[config.mk]
export PLATFORM = sky130hd
export DESIGN_NAME = irqrf_top
export DESIGN_NICKNAME = d
export VERILOG_FILES = /design/src/core/irqrf_pkg.sv /design/src/core/irqrf_top.sv
export SDC_FILE = /design/constraint.sdc
export NUM_CORES = 1
export LEC_CHECK = 0
export BUFFER_PORTS_ARGS = -buffer_cell sky130_fd_sc_hd__buf_2
export CAP_MARGIN = 20
export CORE_MARGIN = 2
export CORE_UTILIZATION = 45
export CTS_BUF_LIST = sky130_fd_sc_hd__clkbuf_4 sky130_fd_sc_hd__clkbuf_8 sky130_fd_sc_hd__clkbuf_16
export CTS_CLUSTER_DIAMETER = 50
export DETAILED_ROUTE_END_ITERATION = 8
export GPL_TIMING_DRIVEN = 0
export SYNTH_ARGS = -nofsm -noshare
export SYNTH_HDL_FRONTEND = slang
export SYNTH_SLANG_ARGS = --single-unit
[constraint.sdc]
create_clock -name clock -period 9.7 [get_ports clock]
set_input_delay 0 -clock clock [delete_from_list [all_inputs] [get_ports clock]]
set_output_delay 0 -clock clock [all_outputs]
set_load 0.01 [all_outputs]
[src/core/irqrf_pkg.sv]
// Purpose: Shared constants and types for the interrupt sources block
// Assumes: 8-bit register port, one system clock
// Notes:   Register values are 8 bits, unused bits read as zero
package irqrf_pkg;
  localparam int ADDR_W = 3;
  localparam logic [2:0] OFF_RCC   = 3'h0;
  localparam logic [2:0] OFF_MAIN  = 3'h1;
  localparam logic [2:0] OFF_SEC   = 3'h2;
  localparam logic [2:0] OFF_THIRD = 3'h3;
  localparam logic [2:0] OFF_CPEA  = 3'h4;
  localparam logic [2:0] OFF_CPEB  = 3'h5;
  localparam logic [2:0] OFF_STKP  = 3'h6;
  // reset_cause_control fields
  localparam int B_PRIO = 7;
  localparam int B_SBOR = 6;
  localparam int B_RI   = 4;
  localparam int B_TO   = 3;
  localparam int B_PD   = 2;
  localparam int B_POR  = 1;
  localparam int B_BOR  = 0;
  // irq_control_main fields
  localparam int B_GIE  = 7;
  localparam int B_PERIPHERAL_IRQ_ENABLE = 6;
  localparam int B_TOE  = 5;
  localparam int B_E0E  = 4;
  localparam int B_PCE  = 3;
  localparam int B_TOF  = 2;
  localparam int B_E0F  = 1;
  localparam int B_PCF  = 0;
  // irq_control_second fields, edge select at 6..4 for pins 0..2
  localparam int B_EDG0 = 6;
  localparam int B_TOP  = 2;
  localparam int B_PCP  = 0;
  // irq_control_third fields
  localparam int B_E2P  = 7;
  localparam int B_E1P  = 6;
  localparam int B_E2E  = 4;
  localparam int B_E1E  = 3;
  localparam int B_E2F  = 1;
  localparam int B_E1F  = 0;
  localparam logic [7:0] RCC_RESET   = 8'h5e;
  localparam logic [7:0] RCC_MASK    = 8'hdf;
  localparam logic [7:0] MAIN_RESET  = 8'h00;
  localparam logic [7:0] SEC_RESET   = 8'h75;
  localparam logic [7:0] SEC_MASK    = 8'h75;
  localparam logic [7:0] THIRD_RESET = 8'hc0;
  localparam logic [7:0] THIRD_MASK  = 8'hdb;
  localparam logic [1:0] BOR_MODE_SW = 2'h1;
  localparam logic [7:0] BYTE_ONES   = 8'hff;
  localparam logic [7:0] BYTE_ZERO   = 8'h00;

  typedef struct packed {
    logic              wr;
    logic              rd;
    logic [ADDR_W-1:0] addr;
    logic [7:0]        wdata;
  } irqrf_req_s;

  typedef struct packed {
    logic [7:0] accum;
    logic [7:0] status;
    logic [7:0] bank;
  } irqrf_ctx_s;
endpackage : irqrf_pkg

[src/core/irqrf_top.sv]
// Purpose: Interrupt sources, reset-cause flags and context save
// Assumes: Pins asynchronous, core and timer signals on clock
// Notes:   rst is the power-on reset; other resets arrive as pulses
// Summary of operation
// - Bit 7 enables two priority levels, reset 0
// - Software brown-out enable acts only in mode 01
// - Software brown-out enable resets to 1 when selected
// - Reset instruction clears flag; firmware or power-on sets
// - Watchdog flag set by power-up/clear/sleep, cleared on expiry
// - Power-down flag set by power-up/clear, cleared by sleep
// - Power-on status reads 0; software then sets it
// - Brown-out status reads 0 after brown-out; firmware sets
// - Edge select 1 rising, 0 falling per pin
// - Valid edge sets flag; enable gates request
// - Enabled external interrupt wakes; vector if global enable, low priority pins also need peripheral enable
// - Pins 1,2 own priority; pin 0 always high
// - Timer flag on 8-bit or 16-bit wrap
// - Timer interrupt gated by enable, own priority bit
// - Enabled port pin change sets flag, enable gates it
// - Port change priority from its priority bit
// - Interrupt entry pushes return address on stack
// - Interrupt entry copies accumulator, status, bank to shadow
// - Without priorities, peripherals also need peripheral enable
`timescale 1ns/100ps
module irqrf_top
  import irqrf_pkg::*;
#(
  parameter int PC_W        = 21,
  parameter int STACK_DEPTH = 31
) (
  input  wire logic              clock,
  input  wire logic              rst,
  input  wire irqrf_req_s        bus_req,
  output logic [7:0]             bus_rdata,
  input  wire logic [1:0]        brownout_mode_field,
  input  wire logic              reset_instr_exec,
  input  wire logic              watchdog_expiry,
  input  wire logic              watchdog_clear_instr,
  input  wire logic              sleep_instr,
  input  wire logic              brownout_reset,
  input  wire logic [2:0]        ext_irq_pins,
  input  wire logic [7:0]        port_a_pins,
  input  wire logic [7:0]        port_b_pins,
  input  wire logic              port_a_access,
  input  wire logic              port_b_access,
  input  wire logic [15:0]       timer_count,
  input  wire logic              timer_wide_mode,
  input  wire logic              periph_high_pending,
  input  wire logic              periph_low_pending,
  input  wire logic              irq_entry,
  input  wire logic              irq_return,
  input  wire logic [PC_W-1:0]   return_pc,
  input  wire irqrf_ctx_s        core_ctx,
  output logic                   irq_high,
  output logic                   irq_low,
  output logic                   wake_request,
  output logic                   sw_brownout_active,
  output logic [PC_W-1:0]        stack_top_pc,
  output irqrf_ctx_s             shadow_ctx
);
  localparam int SP_W = $clog2(STACK_DEPTH + 1);
  localparam logic [SP_W-1:0] SP_FULL = SP_W'(STACK_DEPTH);
  localparam logic [SP_W-1:0] SP_ONE  = SP_W'(1);

  function automatic logic hit(input logic [ADDR_W-1:0] off, input logic stb);
    hit = stb && (bus_req.addr == off);
  endfunction : hit

  // Pin synchronisers: three stages, level follows when 2nd and 3rd agree
  logic [18:0] pin_s1;
  logic [18:0] pin_s2;
  logic [18:0] pin_s3;
  logic [18:0] pin_lvl;
  logic [18:0] next_pin_lvl;
  logic [2:0]  ext_edge;
  logic [7:0]  cpe_a;
  logic [7:0]  cpe_b;
  logic [7:0]  seen_a;
  logic [7:0]  seen_b;
  logic [7:0]  next_cpe_a;
  logic [7:0]  next_cpe_b;
  logic [7:0]  next_seen_a;
  logic [7:0]  next_seen_b;
  logic [15:0] timer_prev;
  logic        timer_wrap;
  logic        port_mismatch;

  always_comb
  begin
    next_pin_lvl = (pin_s2 & ~(pin_s2 ^ pin_s3)) | (pin_lvl & (pin_s2 ^ pin_s3));
  end

  always_ff @(posedge clock or posedge rst)
  begin
    if (rst)
    begin
      pin_s1  <= '0;
      pin_s2  <= '0;
      pin_s3  <= '0;
      pin_lvl <= '0;
    end
    else
    begin
      pin_s1  <= {port_b_pins, port_a_pins, ext_irq_pins};
      pin_s2  <= pin_s1;
      pin_s3  <= pin_s2;
      pin_lvl <= next_pin_lvl;
    end
  end

  logic [7:0] rcc;
  logic [7:0] main;
  logic [7:0] sec;
  logic [7:0] third;

  genvar gi;
  generate
    for (gi = 0; gi < 3; gi++)
    begin : g_edge
      // Edge select picks rising or falling
      assign ext_edge[gi] = sec[B_EDG0-gi] ? (next_pin_lvl[gi] & ~pin_lvl[gi])
                                           : (~next_pin_lvl[gi] & pin_lvl[gi]);
    end
  endgenerate

  // Mismatch against the value latched at the last port access
  always_comb
  begin
    port_mismatch = |(((pin_lvl[10:3] ^ seen_a) & cpe_a) |
                      ((pin_lvl[18:11] ^ seen_b) & cpe_b));
    timer_wrap = timer_wide_mode ? (timer_prev == 16'hffff && timer_count == 16'h0000)
                 : (timer_prev[7:0] == BYTE_ONES && timer_count[7:0] == BYTE_ZERO);
    next_cpe_a  = hit(OFF_CPEA, bus_req.wr) ? bus_req.wdata : cpe_a;
    next_cpe_b  = hit(OFF_CPEB, bus_req.wr) ? bus_req.wdata : cpe_b;
    next_seen_a = port_a_access ? pin_lvl[10:3] : seen_a;
    next_seen_b = port_b_access ? pin_lvl[18:11] : seen_b;
  end

  always_ff @(posedge clock or posedge rst)
  begin
    if (rst)
    begin
      cpe_a      <= '0;
      cpe_b      <= '0;
      seen_a     <= '0;
      seen_b     <= '0;
      timer_prev <= '0;
    end
    else
    begin
      cpe_a      <= next_cpe_a;
      cpe_b      <= next_cpe_b;
      seen_a     <= next_seen_a;
      seen_b     <= next_seen_b;
      timer_prev <= timer_count;
    end
  end

  // Control and flag registers; hardware events win over software writes
  logic [7:0] next_rcc;
  logic [7:0] next_main;
  logic [7:0] next_sec;
  logic [7:0] next_third;
  logic [7:0] rcc_view;

  always_comb
  begin
    rcc_view = rcc;
    if (brownout_mode_field != BOR_MODE_SW)
      rcc_view[B_SBOR] = 1'b0;
    next_rcc = rcc;
    if (hit(OFF_RCC, bus_req.wr))
    begin
      next_rcc[B_PRIO] = bus_req.wdata[B_PRIO];
      next_rcc[B_SBOR] = bus_req.wdata[B_SBOR];
      next_rcc[B_RI]   = bus_req.wdata[B_RI];
      next_rcc[B_POR]  = bus_req.wdata[B_POR];
      next_rcc[B_BOR]  = bus_req.wdata[B_BOR];
    end
    if (watchdog_clear_instr)
    begin
      next_rcc[B_TO] = 1'b1;
      next_rcc[B_PD] = 1'b1;
    end
    if (sleep_instr)
    begin
      next_rcc[B_TO] = 1'b1;
      next_rcc[B_PD] = 1'b0;
    end
    if (watchdog_expiry)
      next_rcc[B_TO] = 1'b0;
    if (reset_instr_exec)
      next_rcc[B_RI] = 1'b0;
    if (brownout_reset)
      next_rcc[B_BOR] = 1'b0;

    next_main  = main;
    next_sec   = sec;
    next_third = third;
    if (hit(OFF_MAIN, bus_req.wr))
      next_main = bus_req.wdata;
    if (hit(OFF_SEC, bus_req.wr))
      next_sec = bus_req.wdata & SEC_MASK;
    if (hit(OFF_THIRD, bus_req.wr))
      next_third = bus_req.wdata & THIRD_MASK;
    // Flags are set regardless of interrupt enables (port change still needs its pin enables); software alone clears them
    if (ext_edge[0])
      next_main[B_E0F] = 1'b1;
    if (ext_edge[1])
      next_third[B_E1F] = 1'b1;
    if (ext_edge[2])
      next_third[B_E2F] = 1'b1;
    if (timer_wrap)
      next_main[B_TOF] = 1'b1;
    // Stays set while a mismatch persists
    if (port_mismatch)
      next_main[B_PCF] = 1'b1;
  end

  always_ff @(posedge clock or posedge rst)
  begin
    if (rst)
    begin
      rcc   <= RCC_RESET & ~(8'h1 << B_POR) & ~(8'h1 << B_BOR);
      main  <= MAIN_RESET;
      sec   <= SEC_RESET;
      third <= THIRD_RESET;
    end
    else
    begin
      rcc   <= next_rcc & RCC_MASK;
      main  <= next_main;
      sec   <= next_sec;
      third <= next_third;
    end
  end

  assign sw_brownout_active = rcc_view[B_SBOR];

  // Request routing
  logic [3:0] act;
  logic [3:0] act_prio;
  logic       any_high;
  logic       any_low;

  always_comb
  begin
    act[0] = main[B_E0F] & main[B_E0E];
    act[1] = third[B_E1F] & third[B_E1E];
    act[2] = third[B_E2F] & third[B_E2E];
    act[3] = (main[B_TOF] & main[B_TOE]) | 1'b0;
    act_prio = {sec[B_TOP], third[B_E2P], third[B_E1P], 1'b1};
    any_high = |(act & act_prio) | periph_high_pending |
               (main[B_PCF] & main[B_PCE] & sec[B_PCP]);
    any_low  = |(act & ~act_prio) | periph_low_pending |
               (main[B_PCF] & main[B_PCE] & ~sec[B_PCP]);
    if (rcc[B_PRIO])
    begin
      irq_high = main[B_GIE] & any_high;
      irq_low  = main[B_GIE] & main[B_PERIPHERAL_IRQ_ENABLE] & any_low;
    end
    else
    begin
      irq_high = main[B_GIE] & ((|act) | (main[B_PCF] & main[B_PCE]) |
                 (main[B_PERIPHERAL_IRQ_ENABLE] & (periph_high_pending | periph_low_pending)));
      irq_low  = 1'b0;
    end
    // Wake ignores the global enable
    wake_request = (|act) | (main[B_PCF] & main[B_PCE]);
  end

  // Hardware return stack and fast shadow copy
  logic [PC_W-1:0] stack_mem [STACK_DEPTH];
  logic [SP_W-1:0] sp;
  logic [SP_W-1:0] next_sp;
  irqrf_ctx_s      next_shadow;
  logic            push;
  logic            pop;

  always_comb
  begin
    // Full stack drops the push rather than wrapping
    push        = irq_entry && (sp != SP_FULL);
    pop         = irq_return && !irq_entry && (sp != '0);
    next_sp     = push ? sp + SP_ONE : (pop ? sp - SP_ONE : sp);
    next_shadow = irq_entry ? core_ctx : shadow_ctx;
  end

  always_ff @(posedge clock or posedge rst)
  begin
    if (rst)
    begin
      sp         <= '0;
      shadow_ctx <= '0;
    end
    else
    begin
      sp         <= next_sp;
      shadow_ctx <= next_shadow;
    end
  end

  always_ff @(posedge clock)
  begin
    if (push)
      stack_mem[sp] <= return_pc;
  end

  always_ff @(posedge clock or posedge rst)
  begin
    if (rst)
      stack_top_pc <= '0;
    else if (push)
      stack_top_pc <= return_pc;
    else if (pop)
      stack_top_pc <= (sp > SP_ONE) ? stack_mem[SP_W'(sp - 2'h2)] : '0;
  end

  // Read port: data one cycle after the strobe, zero elsewhere
  logic [7:0] next_rdata;

  always_comb
  begin
    next_rdata = '0;
    if (bus_req.rd)
    begin
      unique case (bus_req.addr)
        OFF_RCC:   next_rdata = rcc_view;
        OFF_MAIN:  next_rdata = main;
        OFF_SEC:   next_rdata = sec;
        OFF_THIRD: next_rdata = third;
        OFF_CPEA:  next_rdata = cpe_a;
        OFF_CPEB:  next_rdata = cpe_b;
        OFF_STKP:  next_rdata = 8'(sp);
        default:   next_rdata = '0;
      endcase
    end
  end

  always_ff @(posedge clock or posedge rst)
  begin
    if (rst)
      bus_rdata <= '0;
    else
      bus_rdata <= next_rdata;
  end
endmodule : irqrf_top

# [Word-level counts from Yosys, hierarchy flattened]
# Memories as Yosys holds them, arrays and structs flattened.
# Cells that the tools add are included.
# W data, S select, Z words.
[totals] ram_bits=651 wordCells=148 n_memories=1 input_bits=109 output_inout_bits=57 register_bits=208
[memory_table] name="stack_mem" depth=31 word_bits=21 read_ports=1 rd_ports_with_merged_regs=0 write_ports=1 line_no="irqrf_top.sv:273" source="logic [PC_W-1:0] stack_mem [STACK_DEPTH];"
[op_classes] n_mux=30 magnitude_cmp=1 addsub=3 n_bitwise=45 reduce_logical=30 eq_ne=10
[ops] op="$mux W21" count=3
[ops] op="$pmux W8 S7" count=1
[ops] op="$and A19 B19 Y19" count=2
[ops] op="$mux W1" count=19
[ops] op="$not A19 Y19" count=1
[ops] op="$or A19 B19 Y19" count=1
[ops] op="$xor A19 B19 Y19" count=1
[ops] op="$and A1 B1 Y1" count=18
[ops] op="$reduce_bool A2 Y1" count=9
[ops] op="$and A8 B8 Y8" count=2
[ops] op="$eq A16 B16 Y1 const B" count=1
[ops] op="$logic_not A16 Y1" count=1
[ops] op="$xor A8 B8 Y8" count=2
[ops] op="$reduce_or A4 Y1" count=3
[ops] op="$logic_and A1 B1 Y1" count=11
[ops] op="$mux W5" count=2
[ops] op="$eq A3 B3 Y1 const B" count=3
[ops] op="$and A4 B4 Y4" count=2
[ops] op="$eq A8 B8 Y1 const B" count=1
[ops] op="$logic_not A8 Y1" count=1
[ops] op="$mux W8" count=1
[ops] op="$or A8 B8 Y8" count=1
[ops] op="$reduce_or A8 Y1" count=1
[ops] op="$not A1 Y1" count=7
[ops] op="16 further kinds" count=25

# [Longest topological paths before layout]
# Gate-level depths: netlist of the first run.
[depth] depth_word=8 mapped_depth=11 ltp_nobuf=7

# [Least setup slack after synthesis of the first run]
# Ideal clock, no wire load.
[synth_path] path_kind="register to register" startpoint="register sp[3]" endpoint="memory stack_mem[26][0] (enable)" stages_incl_launch_ff=10 path_buffers=4 t_required_ns=9.301 t_arrival_ns=2.813 period_less_slack_ns=3.212 path_slack_ns=6.488 setup_time_ns=0.399 path_cell_list="dfrtp_1 -> buf_4 -> clkbuf_1 -> and3_1 -> ha_1 -> nor2b_1 -> buf_2 -> buf_1 -> nand2_1 -> nor2_1"
[synth_via] elab_chain_len=4
[synth_rtl] element="start: declaration" line_no="irqrf_top.sv:274" source="logic [SP_W-1:0] sp;"
[synth_rtl] element="start signal: assignment" line_no="irqrf_top.sv:298" source="sp <= next_sp;"
[synth_rtl] element="$ne A5 B5 Y1" line_no="irqrf_top.sv:283" source="push = irq_entry && (sp != SP_FULL);"
[synth_rtl] element="$logic_and A1 B1 Y1" line_no="irqrf_top.sv:283"
[synth_rtl] element="$mux W1" line_no="irqrf_top.sv:305" source="if (push)"
[synth_rtl] element="$mux W1 (not written as such)" line_no="irqrf_top.sv:306" source="stack_mem[sp] <= return_pc;"
[synth_rtl] element="end: declaration" line_no="irqrf_top.sv:273"
# Several ways; a longest one is shown, not always the timed one.

# [Worst setup path in the final report of the first run]
[layout_path] startpoint="register sp[1]" endpoint="register stack_top_pc[13]"
[layout_via] elab_chain_len=5 elab_cells_between_ends=11 classes_between="add/sub (1); order compare (1); eq/ne (1); mux (3); reduce/logical (4); memory (1)"
[layout_rtl] element="$sub A5 B2 Y5" line_no="irqrf_top.sv:316" source="stack_top_pc <= (sp > SP_ONE) ? stack_mem[SP_W'(sp - 2'h2)] : '0;"
[layout_rtl] element="$mem_v2 Z31 W21"
[layout_rtl] element="$mux W21" line_no="irqrf_top.sv:316"
[layout_rtl] element="$mux W21" line_no="irqrf_top.sv:315" source="else if (pop)"
[layout_rtl] element="$mux W21" line_no="irqrf_top.sv:313" source="else if (push)"
[layout_rtl] element="end signal: assignment" line_no="irqrf_top.sv:314" source="stack_top_pc <= return_pc;"
[layout_rtl] element="end signal: assignment" line_no="irqrf_top.sv:316"
[layout_rtl] element="end: declaration" line_no="irqrf_top.sv:58" source="output logic [PC_W-1:0] stack_top_pc,"
# Several ways; a longest one is shown, not always the timed one. The select of a mux whose other input is x is not followed.
# A chain may end at the register's enable or synchronous reset.

==> results.md, run 1 <==
- Syn Area/Cell: 19.88 sq um
- # DRC: 0
- Register area share after synthesis: 0.7517
- H-tree levels: 3
- Remaining antenna violation count: 0
- Fin crit share: 0.4913
- Area growth syn-to-layout: 22.73%
- Crit path DAT: about 5400 ps
- Pwr Total: 11,600 uW
- Worst Tran Pin Value: 1106 ps
- Setup TNS: 0 ps
- Largest net degree at the start of global routing: approximately 140
- CP required: 10,290 ps
- Rows: slightly below 100
- Setup crit start kind: register
- Fin. Hold Viols: 0
- Yosys cell types: 58
- CTS root buffer: clkbuf_16
- GRT Util Overall: 0.2182
- Synthesized Nets: roughly 1,800
- Most frequent cells in the layout: edfxtp_1 (651), dfrtp_1 (197), buf_2 (183), dlygate4sd3_1 (140), mux4_2 (115)
- YS warnings: 0
- Gpl congestion: 0.9069
- P per Cell Area: about 290 mW/mm^2
- Grt ovf: 0
- R2r setup slk: between 4000 and 5000 ps
- WL final: ~82 mm
- Clk_lat worst skew: roughly 650 ps
- Iteration-0 DRC Markers: roughly 1,800
- Critical path capture point type: register
- Detail Placement HPWL: approximately 52 mm
- Async SR Flop Fraction: 0.2421
- Max Root-Sink Buffers: 3
- Synth Cell Area: approximately 0.033 sq mm
- Clock skew: ~22 ps
- Die Wd: about 270 um
- Vias: between 15,000 and 20,000
- Area leader, netlist: edfxtp_1
- Peak supply drop: roughly 0.17 mV
- First-pass GRT wire length: around 120 mm
- Resized cells post-CTS: 0
- Fmax: between 0.2 and 0.25 GHz
- Vias per cell: around 5.6
- Synth Flop Type: edfxtp_1
- Nets: about 2,200
- Worst-path clk slew: around 60 ps
- Top area cells in the synthesized netlist: edfxtp_1 (59%), dfrtp_1 (15%), mux4_2 (7.9%), mux4_1 (2.7%), mux2_2 (2.7%)
- Initial antenna violation count: 3
- Setup CP Type: register to register
- Slew Viols, Final: 0
- Vias in the first global route: 18,187
- Leak: between 0.01 and 0.015 uW
- Commonest non-fill, non-tap cell in the layout: edfxtp_1
- Avg WL per Cell: roughly 26 um
- Final setup viols: 0
- Fillers: around 5,600
- Synth top area share: 0.5933
- Syn Inst Count: between 1,500 and 2,000
- Status: finished, final reports clean
- Tmin final: about 4800 ps
- First drt pass iteration count: 5
- Fin util: 0.5561
- Die H: between 200 and 300 um
- FF+latch count, synth: between 800 and 900
- Input/output buffers: between 150 and 200
- Crit-path max FO: 13
- Ports: 166
- Post-synth EDFFs: 651
- CTS Buf Count: 100
- Share of cells above drive strength 1: 0.2954
- Number of clock sinks: between 800 and 900
- Die ar.: 0.07539 sq mm
- Max_cap viols: 0
- TritonCTS clock tree: built
- Core area: about 0.073 sq mm
- HP Class: primary input to register
- Max-Slew Margin vs Limit: 0.2629
- Post-CTS Setup Bufs: 0
- Initial Utilization: 0.4531
- RSZ-0062 raised after global routing: false
[cells by family (layout without fill, tap and decap cells)]
group                      Yosys count  after routing  share of synthesized area
DFF                                859            859                     0.7517
and+or+nand+nor                    190            190                    0.02871
xor gates and xnor gates            23             23                   0.006570
muxes                              281            281                     0.1488
other                                0              1                          0
buffers and inverters               89            605                    0.01322
adders and majority gates           27             27                   0.008811
AOI/OAI and AO/OA                  188            188                    0.04215
[layer usage]
metal	up-vias	wire, um	part of all wire	GRT usage
met4	0	2650	0.032	0.07194
met3	140	6190	0.076	0.04434
met2	707	39090	0.48	0.3485
met5	-	0	0	0
met1	9192	33930	0.41	0.3028
li1	7659	-	-	-
[area by class of cell]
class | instances | area (sq um) | area share
Tap cell | 959 | 1200 | 0.02967
Multi-Input combinational cell | 709 | 7841 | 0.1939
Sequential cell | 859 | 24770 | 0.6125
Timing Repair Buffer | 330 | 2829 | 0.06996
Clock inverter | 66 | 653.1 | 0.01615
Inverter | 5 | 26.28 | 0.0006498
Buffer | 84 | 416.7 | 0.01030
Clock buffer | 120 | 2700 | 0.06677
Antenna cell | 1 | 2.502 | 0.00006188
[power breakdown]
| part | leakage [uW] | switching [uW] | internal [uW] |
|---|---|---|---|
| registers | 0.00830 | 142 | 4270 |
| logic | 0.00438 | 2070 | 1370 |
| clock network | 0.00165 | 1500 | 2240 |
| total | 0.0143 | 3710 | 7890 |
[state kept, by name, summed over array words and instances (netlist names), named ones only]
signal and cells:
third 6, cpe_a 8, cpe_b 8, timer_prev 16, seen_b 8, stack_top_pc 21, sp 5, seen_a 8
pin_s2 19, main 8, rcc 7, stack_mem 651, pin_s1 19, pin_s3 19, bus_rdata 8, shadow_ctx 24
sec 5, pin_lvl 3
[cell usage after synthesis, drive strengths merged, types with 3 or more instances]
cell	count
edfxtp	651
dfrtp	197
mux4	149
nor2	80
mux2	78
a211oi	67
mux2i	54
a22oi	48
buf	42
clkbuf	42
a21oi	26
a22o	23
nand2	23
or3	22
maj3	19
xor2	18
nand3	14
dfstp	11
ha	8
nor2b	7
nand4	6
nand4b	6
nor3	6
a221oi	5
inv	5
o22ai	5
xnor2	5
and2	4
and3	4
nand2b	4
nand3b	4
o21ai	3
or4b	3
[critical path, stage by stage, from the launching register on]
cell	delay, ps
dfrtp_1	440
buf_2	250
inv_2	200
clkbuf_1	840
ha_1	310
buf_2	190
buf_2	360
clkbuf_1	560
clkbuf_1	520
a211oi_1	120
a211oi_1	710
or3_1	200
[final timing paths]
path / start / cells past startpoint / end
setup / recovery: sp[1] / 11 / stack_top_pc[13]
min in group asynchronous: rst / 4 / shadow_ctx[5]
hold / removal: return_pc[13] / 1 / stack_mem[25][13]
setup reg to reg: sp[1] / 11 / stack_top_pc[13]
hold reg to reg: pin_s1[13] / 0 / pin_s2[13]
max in group asynchronous: rst / 5 / pin_s2[1]
[per-stage QoR]
step	instance area, sq um	hold WS [ps]	instances	worst slack [ps]
finish	40440	23.68	3133	4934
global route	40440	12.15	3133	4920
CTS	40430	1.574	3132	4973
detailed placement	35680	109.3	2806	5018
global placement	34960	110.8	2778	1823
floorplan	32950	31.43	1657	4037
[timing repair]
| action | CTS | global route |
|---|---|---|
| hold endpoints to repair | 778 | 0 |
| endpoints found under the setup margin | 0 | 0 |
| hold buffers | 140 | 0 |
(Power assumes the default switching activity.)
==> run 2: changes to the inputs <==
clock period = 4.7 ns   (was 9.7 ns; I/O delays follow)
==> results.md, run 2 (same netlist as run 1, synthesis figures left out) <==
- Detail Placement HPWL: roughly 52 mm
- Fin crit share: 0.9246
- Remaining antenna violation count: 0
- Vias in the first global route: ~18,000
- P per Cell Area: just under 600 mW/mm^2
- Largest stage delay, worst path: around 670 ps
- CTS root buffer: clkbuf_16
- Worst-path clk slew: approximately 60 ps
- Ports: between 150 and 200
- Post-Place Cells: between 2,000 and 3,000
- Worst hold start: port_b_pins[0]
- Critical path capture point type: register
- Die ar.: around 0.075 sq mm
- # DRC: 0
- Nets: approximately 2,200
- Vias per cell: about 5.7
- Crit-path max FO: 13
- CP delay by family, top: buffers and inverters
- First drt pass iteration count: 5
- FF-to-FF Start: sp[1]
- Initial Utilization: 0.4531
- Clk_lat worst skew: 650 ps
- CTS Buf Count: 97
- Vias: approximately 18,000
- CP bufs+invs: 7
- Worst setup margin: between 300 and 400 ps
- Placement Cell Area: 0.03579 sq mm
- R2r setup slk: ~350 ps
- WL final: between 80 and 90 mm
- Leak: between 0.01 and 0.015 uW
- Fin. Hold Viols: 0
- Core area: just over 0.07 sq mm
- Initial antenna violation count: 1
- RSZ-0062 raised after global routing: false
- Die Wd: between 200 and 300 um
- Setup crit start kind: register
- Setup CP Type: register to register
- TritonCTS clock tree: built
- Crit path DAT: between 4000 and 5000 ps
- N_diodes: 0
- Gpl congestion: between 0.8 and 0.9
- Max_cap viols: 0
- Most used cell, CP: buf_2
- Top reg by flops: stack_mem
- Commonest non-fill, non-tap cell in the layout: edfxtp_1
- Post-route cell area: 0.04030 sq mm
- Input/output buffers: approximately 160
- Largest net degree at the start of global routing: 44
- Worst Tran Pin Value: ~960 ps
- Fmax: between 0.2 and 0.25 GHz
- CP required: 5290 ps
- Status: finished, final reports clean
- Tmin final: roughly 4300 ps
- Area growth syn-to-layout: 22.32%
- HP Class: primary input to register
- CP startpoint: sp[1]
- Max-Slew Margin vs Limit: 0.3565
- Most frequent cells in the layout: edfxtp_1 (651), dfrtp_1 (197), buf_2 (183), dlygate4sd3_1 (127), mux4_2 (115)
- CP cell instances: buf_2 -> inv_2 -> clkbuf_2 -> ha_1 -> buf_2 -> buf_2 -> clkbuf_1 -> clkbuf_1 -> a211oi_1 -> a211oi_1 -> or3_1
- First-pass GRT wire length: about 120 mm
- Slew Viols, Final: 0
- Hold slack: between 20 and 30 ps
- Setup TNS: 0 ps
- Final setup viols: 0
- Post-route insts no fill: slightly above 3,000
- H-tree levels: 3
- Max Root-Sink Buffers: 3
- Die H: between 200 and 300 um
- Iteration-0 DRC Markers: 1,844
- Rows: just under 100
- Share of cells above drive strength 1: 0.3012
- Avg WL per Cell: 26.22 um
- Grt ovf: 0
- Top Registers: stack_mem: 651 flops, shadow_ctx: 24 flops, stack_top_pc: 21 flops
- Clock skew: 30.76 ps
- Worst path slowest cell: a211oi_1
- Peak supply drop: ~0.31 mV
- Max FFs per register: roughly 650
- Number of clock sinks: approximately 860
- Post-Place Setup Slack: about 77 ps
- GRT Util Overall: 0.2183
-- run 2: what timing repair did --
item,in CTS,in global routing
gates resized for setup,0,4
hold endpoints to repair,808,0
setup buffers,0,0
hold buffers,127,0
endpoints found under the setup margin,0,11
-- run 2: layout make-up --
| class | count | area, sq um |
|---|---|---|
| buffer | 84 | 417.9 |
| clock buffer | 137 | 2811 |
| clock inverter | 39 | 425.4 |
| fill | 5511 | 32410 |
| inverter | 5 | 22.52 |
| multi-input combinational | 709 | 7841 |
| sequential | 859 | 24770 |
| tap | 959 | 1200 |
| timing repair buffer | 322 | 2815 |
-- run 2: worst paths after layout --
check,endpoint,cells past startpoint
min in group asynchronous,shadow_ctx[6],4
max,stack_top_pc[9],11
min,pin_s1[11],2
max in group asynchronous,sec[4],7
max reg2reg,stack_top_pc[9],11
min reg2reg,pin_s2[13],0
-- run 2: report_power, final --
group	switching (uW)	internal [uW]	total, uW
clock network	3000	4520	7520
registers	294	8820	9120
logic	4240	2830	7060
total	7530	16200	23700
-- run 2: through the flow --
stage / power, uW / util
after detailed placement: 16190 / 0.4922
after global routing: 24650 / 0.5543
after floorplan: 13540 / -
after global placement: 15990 / 0.4808
after CTS: 23830 / 0.5542
final: 23690 / 0.5543
-- run 2: metal layers --
layer	wire length [um]	part of all wire	track usage
met3	6108	0.075	0.04783
met5	0	0	0
met4	2744	0.034	0.08124
met1	33860	0.41	0.2943
met2	38930	0.48	0.3511
